$ cat config.mk
export PLATFORM = sky130hd
export DESIGN_NAME = tbirq_regs
export DESIGN_NICKNAME = d
export VERILOG_FILES = /design/src/verilog/tbirq_pkg.sv /design/src/verilog/tbirq_button.sv /design/src/verilog/tbirq_regs.sv
export SDC_FILE = /design/constraint.sdc
export NUM_CORES = 1
export LEC_CHECK = 0
export BUFFER_PORTS_ARGS = -buffer_cell sky130_fd_sc_hd__buf_2
export CAP_MARGIN = 15
export CORE_AREA = 4 4 99 101
export DETAILED_ROUTE_END_ITERATION = 16
export DIE_AREA = 0 0 103 105
export PLACE_DENSITY = 0.68
export RECOVER_POWER = 50
export SYNTH_ARGS = -nofsm -noshare
export SYNTH_HDL_FRONTEND = slang
export SYNTH_SLANG_ARGS = --single-unit
export TNS_END_PERCENT = 5
$ cat constraint.sdc
create_clock -name i_ref_clk -period 2.6 [get_ports i_ref_clk]
set_input_delay 0.52 -clock i_ref_clk [delete_from_list [all_inputs] [get_ports i_ref_clk]]
set_output_delay 0.52 -clock i_ref_clk [all_outputs]
set_load 0.03 [all_outputs]
$ cat src/verilog/tbirq_pkg.sv
// Constants for the thermal and power-button interrupt register slice.
// Assumes a 100 MHz reference clock and 8-bit registers on a byte address.
package tbirq_pkg;

   // ---------------------------------------------------------------
   // Register offsets
   // ---------------------------------------------------------------
   localparam logic [7:0] THERM_STAT_ADDR  = 8'h20; // Thermal event status
   localparam logic [7:0] THERM_MASK_ADDR  = 8'h21; // Thermal event mask
   localparam logic [7:0] THERM_SENSE_ADDR = 8'h22; // Thermal live levels
   localparam logic [7:0] BTN_STAT_ADDR    = 8'h24; // Button event status
   localparam logic [7:0] BTN_MASK_ADDR    = 8'h25; // Button event mask
   localparam logic [7:0] BTN_SENSE_ADDR   = 8'h26; // Button live levels

   // ---------------------------------------------------------------
   // Field positions and used-bit masks
   // ---------------------------------------------------------------
   localparam int         HOT_LOW_BIT   = 0;      // 110 degree field
   localparam int         HOT_HIGH_BIT  = 2;      // 125 degree field
   localparam int         BTN_CHG_BIT   = 0;      // Button change field
   localparam int         BTN_HOLD_LSB  = 1;      // First hold field
   localparam logic [7:0] THERM_USED    = 8'h05;  // Bits 0 and 2
   localparam logic [7:0] BTN_USED      = 8'h3F;  // Bits 5 to 0

   // ---------------------------------------------------------------
   // Reset values
   // ---------------------------------------------------------------
   localparam logic [7:0] THERM_MASK_RST = 8'h05; // Both events masked
   localparam logic [7:0] BTN_MASK_RST   = 8'h3F; // All events masked
   localparam logic [7:0] STAT_RST       = 8'h00; // No events pending

   // ---------------------------------------------------------------
   // Timing
   // ---------------------------------------------------------------
   localparam int unsigned CLK_PERIOD_NS  = 10;        // 100 MHz
   localparam int unsigned MS_TICK_NS     = 1_000_000; // Timebase step
   localparam int unsigned MS_TICK_CYCLES = MS_TICK_NS / CLK_PERIOD_NS;
   localparam int unsigned HOLD_COUNT     = 5;         // Hold events
   localparam int unsigned MS_PER_S       = 1000;
   localparam int unsigned HOLD_S [HOLD_COUNT] = '{1, 2, 3, 4, 8};

   // Debouncer states, Gray along idle-press-release-idle
   typedef enum logic [1:0] {
      BTN_IDLE     = 2'b00,
      BTN_FALL_DEB = 2'b01,
      BTN_PRESSED  = 2'b11,
      BTN_RISE_DEB = 2'b10
   } tbirq_btn_state_t;

endpackage

$ cat src/verilog/tbirq_button.sv
// Power button debouncer and hold-duration timer.
// Assumes a synchronised active-high pressed input and a 1 ms tick pulse.
module tbirq_button #(
   parameter int unsigned DEB_W = 8
) (
   // Clock and reset
   input  wire logic             i_ref_clk,
   input  wire logic             i_resetn,
   // Timebase and button
   input  wire logic             i_ms_tick,
   input  wire logic             i_button_low,
   input  wire logic [DEB_W-1:0] i_fall_deb_ms,
   input  wire logic [DEB_W-1:0] i_rise_deb_ms,
   // Results
   output logic                  o_button_pressed_level,
   output logic                  o_change_pulse,
   output logic [4:0]            o_hold_pulse,
   output logic [4:0]            o_hold_level
);

   // ---------------------------------------------------------------
   // Debounce state machine
   // ---------------------------------------------------------------
   tbirq_pkg::tbirq_btn_state_t state_reg;   // Debounce phase
   logic [DEB_W-1:0]            deb_cnt_reg; // Ticks seen this phase
   logic [13:0]                 hold_cnt_reg;// Milliseconds held
   logic                        fall_done;   // Press outlasted debounce
   logic                        rise_done;   // Release outlasted debounce

   // A phase ends after one tick more than the setting: strictly longer
   assign fall_done = (state_reg == tbirq_pkg::BTN_FALL_DEB) && i_ms_tick
                      && (deb_cnt_reg == i_fall_deb_ms);
   assign rise_done = (state_reg == tbirq_pkg::BTN_RISE_DEB) && i_ms_tick
                      && (deb_cnt_reg == i_rise_deb_ms);

   // Phase transitions
   always_ff @(posedge i_ref_clk or negedge i_resetn) begin
      if (!i_resetn) begin
         state_reg   <= tbirq_pkg::BTN_IDLE;
         deb_cnt_reg <= '0;
      end else begin
         unique case (state_reg)
            tbirq_pkg::BTN_IDLE: begin
               deb_cnt_reg <= '0;
               if (i_button_low) begin
                  state_reg <= tbirq_pkg::BTN_FALL_DEB;
               end
            end
            tbirq_pkg::BTN_FALL_DEB: begin
               // Bounce back high aborts the press
               if (!i_button_low) begin
                  state_reg <= tbirq_pkg::BTN_IDLE;
               end else if (fall_done) begin
                  state_reg   <= tbirq_pkg::BTN_PRESSED;
                  deb_cnt_reg <= '0;
               end else if (i_ms_tick) begin
                  deb_cnt_reg <= deb_cnt_reg + 1'b1;
               end
            end
            tbirq_pkg::BTN_PRESSED: begin
               deb_cnt_reg <= '0;
               if (!i_button_low) begin
                  state_reg <= tbirq_pkg::BTN_RISE_DEB;
               end
            end
            tbirq_pkg::BTN_RISE_DEB: begin
               // Release only counts once it outlasts its debounce
               if (i_button_low) begin
                  state_reg   <= tbirq_pkg::BTN_PRESSED;
                  deb_cnt_reg <= '0;
               end else if (rise_done) begin
                  state_reg <= tbirq_pkg::BTN_IDLE;
               end else if (i_ms_tick) begin
                  deb_cnt_reg <= deb_cnt_reg + 1'b1;
               end
            end
         endcase
      end
   end

   // Debounced level and its change pulse
   always_ff @(posedge i_ref_clk or negedge i_resetn) begin
      if (!i_resetn) begin
         o_button_pressed_level <= 1'b0;
         o_change_pulse         <= 1'b0;
      end else begin
         o_change_pulse <= fall_done || rise_done;
         if (fall_done) begin
            o_button_pressed_level <= 1'b1;
         end else if (rise_done) begin
            o_button_pressed_level <= 1'b0;
         end
      end
   end

   // ---------------------------------------------------------------
   // Hold timer
   // ---------------------------------------------------------------
   // Counter saturates past the longest threshold to avoid re-firing
   always_ff @(posedge i_ref_clk or negedge i_resetn) begin
      if (!i_resetn) begin
         hold_cnt_reg <= '0;
         o_hold_pulse <= '0;
         o_hold_level <= '0;
      end else begin
         for (int i = 0; i < 5; i++) begin
            o_hold_pulse[i] <= o_button_pressed_level && i_ms_tick
               && (hold_cnt_reg == 14'(tbirq_pkg::HOLD_S[i] * tbirq_pkg::MS_PER_S));
         end
         if (!o_button_pressed_level) begin
            hold_cnt_reg <= '0;        // Restart timing on every new press
            o_hold_level <= '0;
         end else begin
            o_hold_level <= o_hold_level | o_hold_pulse;
            if (i_ms_tick && hold_cnt_reg != 14'h3FFF) begin
               hold_cnt_reg <= hold_cnt_reg + 1'b1;
            end
         end
      end
   end
endmodule

$ cat src/verilog/tbirq_regs.sv
// Thermal and power-button interrupt registers with active-low request.
// Assumes the serial control slave hands over byte reads and writes as
// single-cycle strobes on i_ref_clk; comparator and button pins are async.
module tbirq_regs #(
   parameter int unsigned P_MS_CYCLES = tbirq_pkg::MS_TICK_CYCLES
) (
   // Clock and reset
   input  wire logic       i_ref_clk,
   input  wire logic       i_resetn,
   // Register access from the serial slave
   input  wire logic [7:0] i_reg_addr,
   input  wire logic       i_reg_wr_en,
   input  wire logic [7:0] i_reg_wr_data,
   input  wire logic       i_reg_rd_en,
   output logic      [7:0] o_reg_rd_data,
   // Analog comparators and button pin
   input  wire logic       i_die_above_110,
   input  wire logic       i_die_above_125,
   input  wire logic       i_power_button_n,
   // Debounce settings in milliseconds
   input  wire logic [7:0] i_fall_deb_ms,
   input  wire logic [7:0] i_rise_deb_ms,
   // Interrupt request
   output logic            o_irq_out_n
);

   // ---------------------------------------------------------------
   // Declarations
   // ---------------------------------------------------------------
   localparam int unsigned DIV_W = $clog2(P_MS_CYCLES);
   logic [DIV_W-1:0] div_reg;            // Millisecond divider
   logic             ms_tick;            // One-cycle 1 ms enable
   logic [2:0]       sync1_reg;          // First synchroniser stage
   logic [2:0]       sync2_reg;          // Second synchroniser stage
   logic             hot_low_prev_reg;   // Last 110 degree level
   logic             hot_high_prev_reg;  // Last 125 degree level
   logic [7:0]       therm_stat_reg;     // Thermal events
   logic [7:0]       therm_mask_reg;     // Thermal masks
   logic [7:0]       btn_stat_reg;       // Button events
   logic [7:0]       btn_mask_reg;       // Button masks
   logic [7:0]       therm_set;          // Thermal set this cycle
   logic [7:0]       btn_set;            // Button set this cycle
   logic [7:0]       therm_clr;          // Thermal clear this cycle
   logic [7:0]       btn_clr;            // Button clear this cycle
   logic [7:0]       therm_sense;        // Live thermal levels
   logic [7:0]       btn_sense;          // Live button levels
   logic             button_pressed_level;
   logic             change_pulse;
   logic [4:0]       hold_pulse;
   logic [4:0]       hold_level;
   logic             irq_pending;        // Any unmasked event

   // Sticky update: set wins, so an event racing its clear is kept
   function automatic logic [7:0] sticky(input logic [7:0] cur, input logic [7:0] set,
                                         input logic [7:0] clr, input logic [7:0] used);
      return ((cur & ~clr) | set) & used;
   endfunction

   // Clear request for one status address: read clears all, write 1s
   // Bus signals come in as arguments so a continuous assign re-evaluates on them
   function automatic logic [7:0] clr_of(input logic [7:0] addr, input logic rd,
                                         input logic wr, input logic [7:0] a,
                                         input logic [7:0] d);
      return (rd && a == addr) ? 8'hFF
           : (wr && a == addr) ? d : 8'h00;
   endfunction

   // ---------------------------------------------------------------
   // Timebase and pin synchronisers
   // ---------------------------------------------------------------
   assign ms_tick = (div_reg == DIV_W'(P_MS_CYCLES - 1));

   // Millisecond divider for debounce and hold timing
   always_ff @(posedge i_ref_clk or negedge i_resetn) begin
      if (!i_resetn) begin
         div_reg <= '0;
      end else begin
         div_reg <= ms_tick ? '0 : div_reg + 1'b1;
      end
   end

   // Two stages per async input; only stage two is read
   always_ff @(posedge i_ref_clk or negedge i_resetn) begin
      if (!i_resetn) begin
         sync1_reg <= 3'h0;
         sync2_reg <= 3'h0;
      end else begin
         sync1_reg <= {!i_power_button_n, i_die_above_125, i_die_above_110};
         sync2_reg <= sync1_reg;
      end
   end

   // ---------------------------------------------------------------
   // Button debouncer and hold timer
   // ---------------------------------------------------------------
   tbirq_button #(
      .DEB_W (8)
   ) u_button (
      .i_ref_clk              (i_ref_clk),
      .i_resetn               (i_resetn),
      .i_ms_tick              (ms_tick),
      .i_button_low           (sync2_reg[2]),
      .i_fall_deb_ms          (i_fall_deb_ms),
      .i_rise_deb_ms          (i_rise_deb_ms),
      .o_button_pressed_level (button_pressed_level),
      .o_change_pulse         (change_pulse),
      .o_hold_pulse           (hold_pulse),
      .o_hold_level           (hold_level)
   );

   // ---------------------------------------------------------------
   // Event sources
   // ---------------------------------------------------------------
   // Thermal events fire on both rising and falling crossings
   always_ff @(posedge i_ref_clk or negedge i_resetn) begin
      if (!i_resetn) begin
         hot_low_prev_reg  <= 1'b0;
         hot_high_prev_reg <= 1'b0;
      end else begin
         hot_low_prev_reg  <= sync2_reg[0];
         hot_high_prev_reg <= sync2_reg[1];
      end
   end

   always_comb begin
      therm_set                            = 8'h00;
      therm_set[tbirq_pkg::HOT_LOW_BIT]    = sync2_reg[0] ^ hot_low_prev_reg;
      therm_set[tbirq_pkg::HOT_HIGH_BIT]   = sync2_reg[1] ^ hot_high_prev_reg;
      btn_set                              = 8'h00;
      btn_set[tbirq_pkg::BTN_CHG_BIT]      = change_pulse;
      btn_set[tbirq_pkg::BTN_HOLD_LSB+:5]  = hold_pulse;
      therm_sense                          = 8'h00;
      therm_sense[tbirq_pkg::HOT_LOW_BIT]  = hot_low_prev_reg;
      therm_sense[tbirq_pkg::HOT_HIGH_BIT] = hot_high_prev_reg;
      btn_sense                            = {2'b00, hold_level, button_pressed_level};
   end

   assign therm_clr = clr_of(tbirq_pkg::THERM_STAT_ADDR, i_reg_rd_en, i_reg_wr_en,
                             i_reg_addr, i_reg_wr_data);
   assign btn_clr   = clr_of(tbirq_pkg::BTN_STAT_ADDR, i_reg_rd_en, i_reg_wr_en,
                             i_reg_addr, i_reg_wr_data);

   // ---------------------------------------------------------------
   // Status and mask registers
   // ---------------------------------------------------------------
   // Status bits: sticky, cleared by read or write 1
   always_ff @(posedge i_ref_clk or negedge i_resetn) begin
      if (!i_resetn) begin
         therm_stat_reg <= tbirq_pkg::STAT_RST;
         btn_stat_reg   <= tbirq_pkg::STAT_RST;
      end else begin
         therm_stat_reg <= sticky(therm_stat_reg, therm_set, therm_clr, tbirq_pkg::THERM_USED);
         btn_stat_reg   <= sticky(btn_stat_reg, btn_set, btn_clr, tbirq_pkg::BTN_USED);
      end
   end

   // Masks reset set, so nothing interrupts until software opts in
   always_ff @(posedge i_ref_clk or negedge i_resetn) begin
      if (!i_resetn) begin
         therm_mask_reg <= tbirq_pkg::THERM_MASK_RST;
         btn_mask_reg   <= tbirq_pkg::BTN_MASK_RST;
      end else if (i_reg_wr_en) begin
         if (i_reg_addr == tbirq_pkg::THERM_MASK_ADDR) begin
            therm_mask_reg <= i_reg_wr_data & tbirq_pkg::THERM_USED;
         end
         if (i_reg_addr == tbirq_pkg::BTN_MASK_ADDR) begin
            btn_mask_reg <= i_reg_wr_data & tbirq_pkg::BTN_USED;
         end
      end
   end

   // Read data, one cycle after the strobe; unmapped reads give zero
   always_ff @(posedge i_ref_clk or negedge i_resetn) begin
      if (!i_resetn) begin
         o_reg_rd_data <= 8'h00;
      end else if (i_reg_rd_en) begin
         unique case (i_reg_addr)
            tbirq_pkg::THERM_STAT_ADDR:  o_reg_rd_data <= therm_stat_reg;
            tbirq_pkg::THERM_MASK_ADDR:  o_reg_rd_data <= therm_mask_reg;
            tbirq_pkg::THERM_SENSE_ADDR: o_reg_rd_data <= therm_sense;
            tbirq_pkg::BTN_STAT_ADDR:    o_reg_rd_data <= btn_stat_reg;
            tbirq_pkg::BTN_MASK_ADDR:    o_reg_rd_data <= btn_mask_reg;
            tbirq_pkg::BTN_SENSE_ADDR:   o_reg_rd_data <= btn_sense;
            default:                     o_reg_rd_data <= 8'h00;
         endcase
      end
   end

   // ---------------------------------------------------------------
   // Interrupt output
   // ---------------------------------------------------------------
   assign irq_pending = |(therm_stat_reg & ~therm_mask_reg)
                      | |(btn_stat_reg & ~btn_mask_reg);

   // Registered so the pin never glitches on decode
   always_ff @(posedge i_ref_clk or negedge i_resetn) begin
      if (!i_resetn) begin
         o_irq_out_n <= 1'b1;
      end else begin
         o_irq_out_n <= !irq_pending;
      end
   end
endmodule

# After elaboration in Yosys (flattened, before gate mapping)
# Cells that the tools add are included.
# totals
reg_bits	86
elab_cells	111
# classes
reduce_logical	27
add_sub_neg	3
eq_ne	25
n_bitwise	14
mux	24
# ops
operator	count
$eq 8x6->1 const B	6
$mux 8	5
$pmux 6 s6	1
$eq 14x12->1 const B	2
$mux 14	2
$pmux 8 s3	1
$add 17x1->17 const B	1
$eq 17x17->1 const B	1
$mux 17	1
$eq 8x8->1	2
$reduce_or 8->1	2
$logic_and 1x1->1	15
$add 14x1->14 const B	1
$eq 14x10->1 const B	1
$eq 14x11->1 const B	1
$eq 14x13->1 const B	1
$ne 14x14->1 const B	1
$mux 2	6
$mux 6	2
$add 8x1->8 const B	1
$and 3x8->8	1
$and 6x8->8	1
$ne 2x2->1 const B	4
$not 3->8	1
25 further kinds	33

# Logic depth before layout (Yosys ltp)
# Gate-level depths: netlist (run 1).
# depth
depth_word	7
ltp_mapped	8
ltp_nobuf	7

# By module
# Synthesis (run 1) repeated with hierarchy kept, for this count alone.
# hier_totals
hier_cells	429
hier_area_um2	4459.3
# modules_own_cells
mod	area_per_inst_um2	cells_each	instances
tbirq_regs	2307.2	206	1
tbirq_button	2152.1	223	1

# Worst setup path before layout (run 1)
# No wires, ideal clock.
# synth_timing
path_kind	flip-flop to flip-flop
startpoint	register div_reg[0]
endpoint	register u_button.hold_cnt_reg[10]
stages_incl_launch_ff	7
path_buffers	0
period_less_slack_ns	2.331
setup_slack_ns	0.269
arrival_ns	2.253
path_cell_list	dfrtp_1 > ha_1 > nand4_4 > or4b_4 > or4b_4 > or3_1 > a21boi_1
# synth_via
elab_chain_cells	3
# synth_rtl
item	line	text
start, declared	tbirq_regs.sv:31	logic [DIV_W-1:0] div_reg;
start signal, assigned	tbirq_regs.sv:78	div_reg <= ms_tick ? '0 : div_reg + 1'b1;
$eq 17x17->1	tbirq_regs.sv:71	assign ms_tick = (div_reg == DIV_W'(P_MS_CYCLES - 1));
$logic_and 1x1->1	tbirq_button.sv:115	if (i_ms_tick && hold_cnt_reg != 14'h3FFF) begin
$ne 2x2->1 (no source line)	-	
end signal, assigned	tbirq_button.sv:116	hold_cnt_reg <= hold_cnt_reg + 1'b1;
end, declared	tbirq_button.sv:26	logic [13:0] hold_cnt_reg;
# Every way passes these cells.
# A chain may end at the register's enable or synchronous reset.

# Worst setup path after layout (run 1)
# Same ends and word-level chain as after synthesis.

==> run_results.csv, run 1 <==
group,metric,value,unit
placed_design,place_inst,583,
grt,antenna_found_initial,0,
grt,grt_pass1_vias,3269,
synthesis,synth_cell_types,54,
setup_path,crit_path_start_kind,"flip-flop",
grt,grt-ovfl-total,0,
routing,drcViolationCount,0,
setup_path,critPathMaxFanout,5,
outcome,status,"finished, violations left",
layout,layout_common_cells,"75 x dfrtp_1, 42 x buf_2, 33 x nand2_1, 32 x xnor2_1, 28 x inv_1",
setup_path,crit_start,"div_reg[0]",
synthesis,synth.area.top_cells,"dfrtp_1 43%, xnor2_1 6.4%, dfstp_2 5.4%, ha_1 2.9%, nand2_1 2.8%",
floorplan,die_w,103,um
timing,fin_skew,8.37,ps
setup_path,cp.arrival,2790,ps
synthesis,synth_top_area_cell,"dfrtp_1",
placed_design,port_buffers,43,
grt,grt_usage,17.0,%
routing,wl,8590,um
synthesis,synth_edf_count,0,
clock_network,clk_pin_slew_worst_paths,90,ps
power,p_leak,2.20,nW
synthesis,avgSynthCellArea,10.1,sq um
setup_path,crit_buf_inv,0,
setup_path,end_kind,"flip-flop",
floorplan,fp.dieH,105,um
setup_path,critPathRequiredTime,2880,ps
routing,wl_per_cell,14.3,um
setup_path,cpLargestDelayFamily,"simple AND/OR/NAND/NOR gates",
clock_network,root_buffer,"clkbuf_8",
clock_network,cts_tree,"yes",
timing,tns,0,ps
layout,final_cell_area,4960,sq um
routing,drtIter0Drc,106,
synthesis,synth_top_cell_area_share,43.0,%
setup_path,r2r-start,"div_reg[0]",
placed_design,dpl_cell_area,4750,sq um
timing,tightestPinTransition,2110,ps
placed_design,gp_congestion,0.846,
synthesis,yosys_warnings,0,
layout,largest_reg_flops,17,
layout,final_common_cell,"dfrtp_1",
setup_path,cpPeakStageDelay,570,ps
worst_hold_path,hold_path.class,"input pin to flip-flop",
timing,setup_ws,93.7,ps
synthesis,postSynthRegisterBits,84,
setup_path,timing.rr.end,"u_button.hold_cnt_reg[10]",
clock_network,htree_levels,3,
layout,utilization,54.9,%
layout,n_antenna_cell,0,
clock_network,cts_buffers,9,
floorplan,die_area,10800,sq um
setup_path,ff2ff_path_depth,6,
timing,drv_slew,42,
synthesis,synthesis.area,4370,sq um
placed_design,dp.final_hpwl,6390,um
setup_path,path_common_cell,"or4b_4",
timing,period_minus_slack,2510,ps
timing,rsz0062_at_grt,"true",
clock_network,clockBufferDepth,2,
clock_network,cts.sinks,84,
clock_network,hold_buffers,0,
layout,finalNetCount,532,
setup_path,rrSetupSlack,90,ps
outcome,violations,"max-capacitance violations, max-slew violations",
routing,vias_per_cell,5.43,
power,max-vdd-ir-drop,0.000286,V
timing,maxSlewHeadroom,-40.8,%
placed_design,pre_cts_ws,127,ps
timing,hold_violations,0,
setup_path,cp.depth,6,
routing,ant_nets,0,
floorplan,start_util,48.4,%
synthesis,synthFlopType,"dfrtp_1",
setup_path,path_cells,"ha_1 -> nand4_4 -> or4b_4 -> or4b_4 -> or3_1 -> a21boi_1",
layout,area_delta_synth_final,13.5,%
synthesis,syn_inst,431,
clock_network,cts_setup_buffers,0,
timing,finalSetupViolations,0,
floorplan,io_pins,48,
layout,instances_no_fill,599,
setup_path,critPathKind,"flip-flop to flip-flop",
job,drv_cap,1,
floorplan,rows,35,
setup_path,critPathSlowestCell,"or4b_4",
clock_network,cts-resized-gates,0,
grt,grt_pass1_wl,14900,um
floorplan,core,9020,sq um
power,p_per_area,557,nW/um^2
grt,grt_max_degree,42,
routing,dr.pass1.iters,4,
routing,vias,3253,
timing,clock.fmax,399,MHz
worst_hold_path,min_path_cells,1,
timing,post-route-period-util,96.4,%
synthesis,seq_area_frac_synth,48.4,%
clock_network,clk-insertion-delay-late,350,ps
setup_path,crit_end,"u_button.hold_cnt_reg[10]",
layout,drive_gt1_share,20.7,%
synthesis,async_flop_share,100,%
## cell usage after synthesis (all sizes together), types with 3 or more instances
cell type  instances
nor3              13
and3               3
buf                4
xor2              14
a22oi              5
nor2              26
ha                10
o22ai              9
nand4              8
dfrtp             75
inv               28
nand2             34
or4                3
nor2b              4
nand2b            12
dfstp              9
mux2               9
a21boi             3
or3                7
and2              12
or4b               5
clkbuf            11
xnor2             32
o21a               5
nand3             20
a21oi             12
o21ai             17
nor4              14
nor4bb             3
## routing by layer
| layer | share of wire [%] | wire length, um | vias up | global-route usage [%] |
|---|---|---|---|---|
| met1 | 44 | 3810 | 1572 | 22.2 |
| li1 | - | - | 1603 | - |
| met2 | 50 | 4290 | 63 | 28.0 |
| met3 | 4.3 | 367 | 15 | 3.40 |
| met5 | 0 | 0 | - | 0 |
| met4 | 1.5 | 125 | 0 | 5.92 |
## worst register-to-register path, stage by stage, from the launching register on
cell	delay, ps
dfrtp_1	400
ha_1	270
nand4_4	180
or4b_4	540
or4b_4	570
or3_1	330
a21boi_1	140
## cell type report
| cell class | count | area [sq um] |
|---|---|---|
| fillers | 815 | 4070 |
| flip-flops and latches | 84 | 2110 |
| multi-input cells | 305 | 2090 |
| repair buffers | 55 | 300 |
| well taps | 111 | 139 |
| clock buffers | 10 | 138 |
| inverters | 28 | 105 |
| clock inverters | 6 | 71.3 |
## per-stage QoR
stage / power [mW] / hold slack, ps
final: 2.76 / 266
after CTS: 2.79 / 135
after global routing: 2.90 / 244
after global placement: 1.79 / 333
after floorplan: 1.66 / 224
after detailed placement: 1.82 / 339
## power breakdown
group,leakage [nW],switching (mW),internal (mW)
Clock,0.0995,0.485,0.478
Sequential,1.09,0.0278,1.34
Combinational,1.01,0.253,0.178
## cells by family (layout without fill, tap and decap cells)
kind of cell	after synthesis	after routing	share of synthesized area, %
simple gates	172	172	22.6
flops	84	84	48.4
compound gates	62	62	8.97
xor+xnor	46	46	9.22
buf+inv	43	99	4.04
mux	13	13	3.81
fa+ha+maj	10	10	2.86
other cells	1	2	0.0859
## worst min-delay path by stage
stage,end,slack (ps),from
global route,sync1_reg[0],240,i_die_above_110
floorplan,btn_stat_reg[0],220,i_resetn
finish,sync1_reg[1],270,i_die_above_125
CTS,u_button.hold_cnt_reg[11],140,i_resetn
global placement,sync2_reg[1],330,sync1_reg[1]
detailed placement,sync2_reg[1],340,sync1_reg[1]
Note: power is estimated with default switching activity, not from simulation.
==> run 2, diff against run 1 <==
CORE_AREA = 4 4 100 102   (was 4 4 99 101)
DIE_AREA = 0 0 104 106   (was 0 0 103 105)
GPL_ROUTABILITY_DRIVEN = 0   (was default)
SYNTH_HIERARCHICAL = 1   (was default)
==> run 2 against run 1 <==
The flow finishes with violations (max-capacitance violations, max-slew violations, negative setup slack). Largest power group unchanged. Power is 1.1% lower. Wire length increased by 6.9%. Non-clock buffer count is 14 higher. Critical endpoint is now u_button/state_reg[1]. Via count up 3.3%. Utilization is 1.4 points higher. Global-route usage up 0.35 points. Setup slack got worse by 110 ps. First-iteration DRC count grew 25%. Clock power fell by 11%. Highest routed layer unchanged.
==> run_results.csv, run 2 <==
group,metric,value,unit
outcome,status,"finished, violations left",
outcome,violations,"max-capacitance violations, max-slew violations, negative setup slack",
layout,final_common_cell,"dfrtp_1",
timing,hold_violations,0,
timing,setup_ws,-16.6,ps
grt,antenna_found_initial,0,
synthesis,async_flop_share,100,%
placed_design,port_buffers,43,
setup_path,crit_start,"div_reg[14]",
setup_path,ff2ff_path_depth,7,
setup_path,critPathKind,"flip-flop to flip-flop",
layout,layout_common_cells,"75 x dfrtp_1, 42 x buf_2, 27 x nand2_1",
setup_path,end_kind,"flip-flop",
synthesis,synth_cell_types,66,
worst_hold_path,min_path_cells,1,
placed_design,dpl_cell_area,4930,sq um
setup_path,critPathMaxFanout,4,
setup_path,r2r-start,"div_reg[14]",
power,p_per_area,532,nW/um^2
timing,rsz0062_at_grt,"true",
floorplan,fp.dieH,106,um
timing,post-route-period-util,101,%
setup_path,critPathSlowestCell,"or4b_1",
grt,grt_usage,17.4,%
synthesis,synth_common_cells,"75 x dfrtp_1, 27 x nand2_1, 23 x inv_1, 23 x xor2_1, 21 x o21ai_0",
clock_network,clk-insertion-delay-late,350,ps
power,power,2.73,mW
grt,grt_pass1_vias,3392,
synthesis,synth-compound-area-share,10.7,%
clock_network,clockBufferDepth,2,
floorplan,die_w,104,um
routing,wl,9190,um
synthesis,avgSynthCellArea,10.4,sq um
layout,n_antenna_cell,0,
placed_design,pre_cts_ws,8.68,ps
timing,finalSetupViolations,1,
timing,worst_hold_slack,265,ps
synthesis,synth.area.top_cells,"dfrtp_1 42%, dfstp_2 5.3%, xor2_1 4.5%, xnor2_1 3.5%, ha_1 2.5%",
floorplan,die_area,11000,sq um
setup_path,cp.depth,7,
power,max-vdd-ir-drop,0.000218,V
layout,final_cell_area,5130,sq um
synthesis,syn_inst,429,
setup_path,crit_path_start_kind,"flip-flop",
floorplan,start_util,49.0,%
layout,instances_no_fill,606,
floorplan,io_pins,48,
clock_network,cts_setup_buffers,0,
layout,finalNetCount,538,
synthesis,synthFlopType,"dfrtp_1",
grt,grt_pass1_wl,15800,um
clock_network,root_buffer,"clkbuf_8",
synthesis,synth_top_cell_area_share,42.1,%
worst_hold_path,hold_path.startpoint,"i_die_above_110",
timing,tightestPinTransition,1750,ps
setup_path,cpPeakStageDelay,530,ps
layout,utilization,56.4,%
synthesis,seq_area_frac_synth,47.4,%
grt,grt_max_degree,55,
synthesis,synth-simple-area-share,21.8,%
setup_path,path_cells,"nor4bb_2 -> and4_1 -> nand2_1 -> or4_4 -> or3_4 -> or4b_1 -> o211ai_1",
timing,tns,-16.6,ps
layout,largest_reg_flops,17,
timing,maxSlewHeadroom,-16.8,%
clock_network,cts_buffers,9,
setup_path,cp.arrival,2880,ps
routing,vias_per_cell,5.54,
routing,vias,3359,
synthesis,synth_edf_count,0,
synthesis,postSynthRegisterBits,84,
clock_network,cts.sinks,84,
placed_design,dp.final_hpwl,6660,um
timing,clock.fmax,382,MHz
synthesis,synthXorXnorAreaFrac,8.05,%
power,p_leak,2.36,nW
placed_design,place_inst,590,
routing,ant_nets,0,
setup_path,critPathRequiredTime,2860,ps
timing,fin_skew,10.7,ps
job,drv_cap,1,
routing,drtIter0Drc,132,
synthesis,synthAdderAreaFrac,2.53,%
layout,area_delta_synth_final,15.2,%
setup_path,rrSetupSlack,-20,ps
layout,drive_gt1_share,24.2,%
setup_path,crit_end,"u_button/state_reg[1]",
clock_network,cts_tree,"yes",
routing,wl_per_cell,15.2,um
timing,period_minus_slack,2620,ps
setup_path,crit_buf_inv,0,
timing,drv_slew,31,
setup_path,timing.rr.end,"u_button/state_reg[1]",
floorplan,core,9110,sq um
clock_network,htree_levels,3,
setup_path,cpLargestDelayFamily,"simple AND/OR/NAND/NOR gates",
routing,dr.pass1.iters,5,
synthesis,synthMuxAreaShare,5.33,%
synthesis,yosys_warnings,6,
worst_hold_path,hold_path.class,"input pin to flip-flop",
synthesis,synth_top_family_by_area,"simple AND/OR/NAND/NOR gates",
routing,drcViolationCount,0,
clock_network,clk_pin_slew_worst_paths,90,ps
synthesis,synth_most_common_cell,"dfrtp_1",
synthesis,synthesis.area,4460,sq um
floorplan,rows,35,
grt,grt-ovfl-total,0,
synthesis,synth_top_area_cell,"dfrtp_1",
## run 2: cell types whose count changed after synthesis, moves of 6 or more
cell / previous run / this run
mux2_4: 0 / 6
nand4_1: 7 / 14
mux2_2: 9 / 2
nor2_1: 26 / 20
xor2_1: 14 / 23
nand2_1: 33 / 27
mux2i_1: 2 / 8
xnor2_1: 32 / 18
## run 2: layer usage
layer  global-route usage [%]  wire length (um)  vias to the layer above
li1                         -                 -                     1643
met1                     23.0              4330                     1631
met2                     28.9              4370                       75
met3                     3.58               363                       10
met4                     5.22               131                        0
met5                        0                 0                        -
## run 2: layout make-up
| cell class | instances | area, sq um |
|---|---|---|
| clock inverter | 6 | 48.8 |
| tap | 111 | 139 |
| multi-input combinational | 303 | 2200 |
| timing repair buffer | 69 | 422 |
| sequential | 84 | 2110 |
| clock buffer | 10 | 128 |
| fill | 786 | 3970 |
| inverter | 23 | 86.3 |
## run 2: timing repair
action,4_1_cts,5_1_grt
pin swaps,0,2
setup endpoints to repair,1,12
hold buffers,0,0
resized for setup,1,5
## run 2: worst min path at each step
stage                            endpoint  slack (ps)
after floorplan           btn_stat_reg[0]         220
after global placement       sync2_reg[0]         340
after detailed placement     sync2_reg[0]         340
after CTS                    sync2_reg[0]          90
after global routing         sync1_reg[0]         240
final                        sync1_reg[0]         270
## run 2: cell families after synthesis
family,Yosys count
fa+ha+maj,9
compound gates,68
xor+xnor,41
simple gates,165
other cells,1
flops,84
mux,18
buf+inv,43
## run 2: power breakdown
| part | internal [mW] | switching (mW) | leakage (nW) |
|---|---|---|---|
| clock network | 0.356 | 0.503 | 0.0795 |
| registers | 1.34 | 0.0307 | 1.09 |
| logic | 0.227 | 0.278 | 1.19 |
| total | 1.92 | 0.811 | 2.36 |
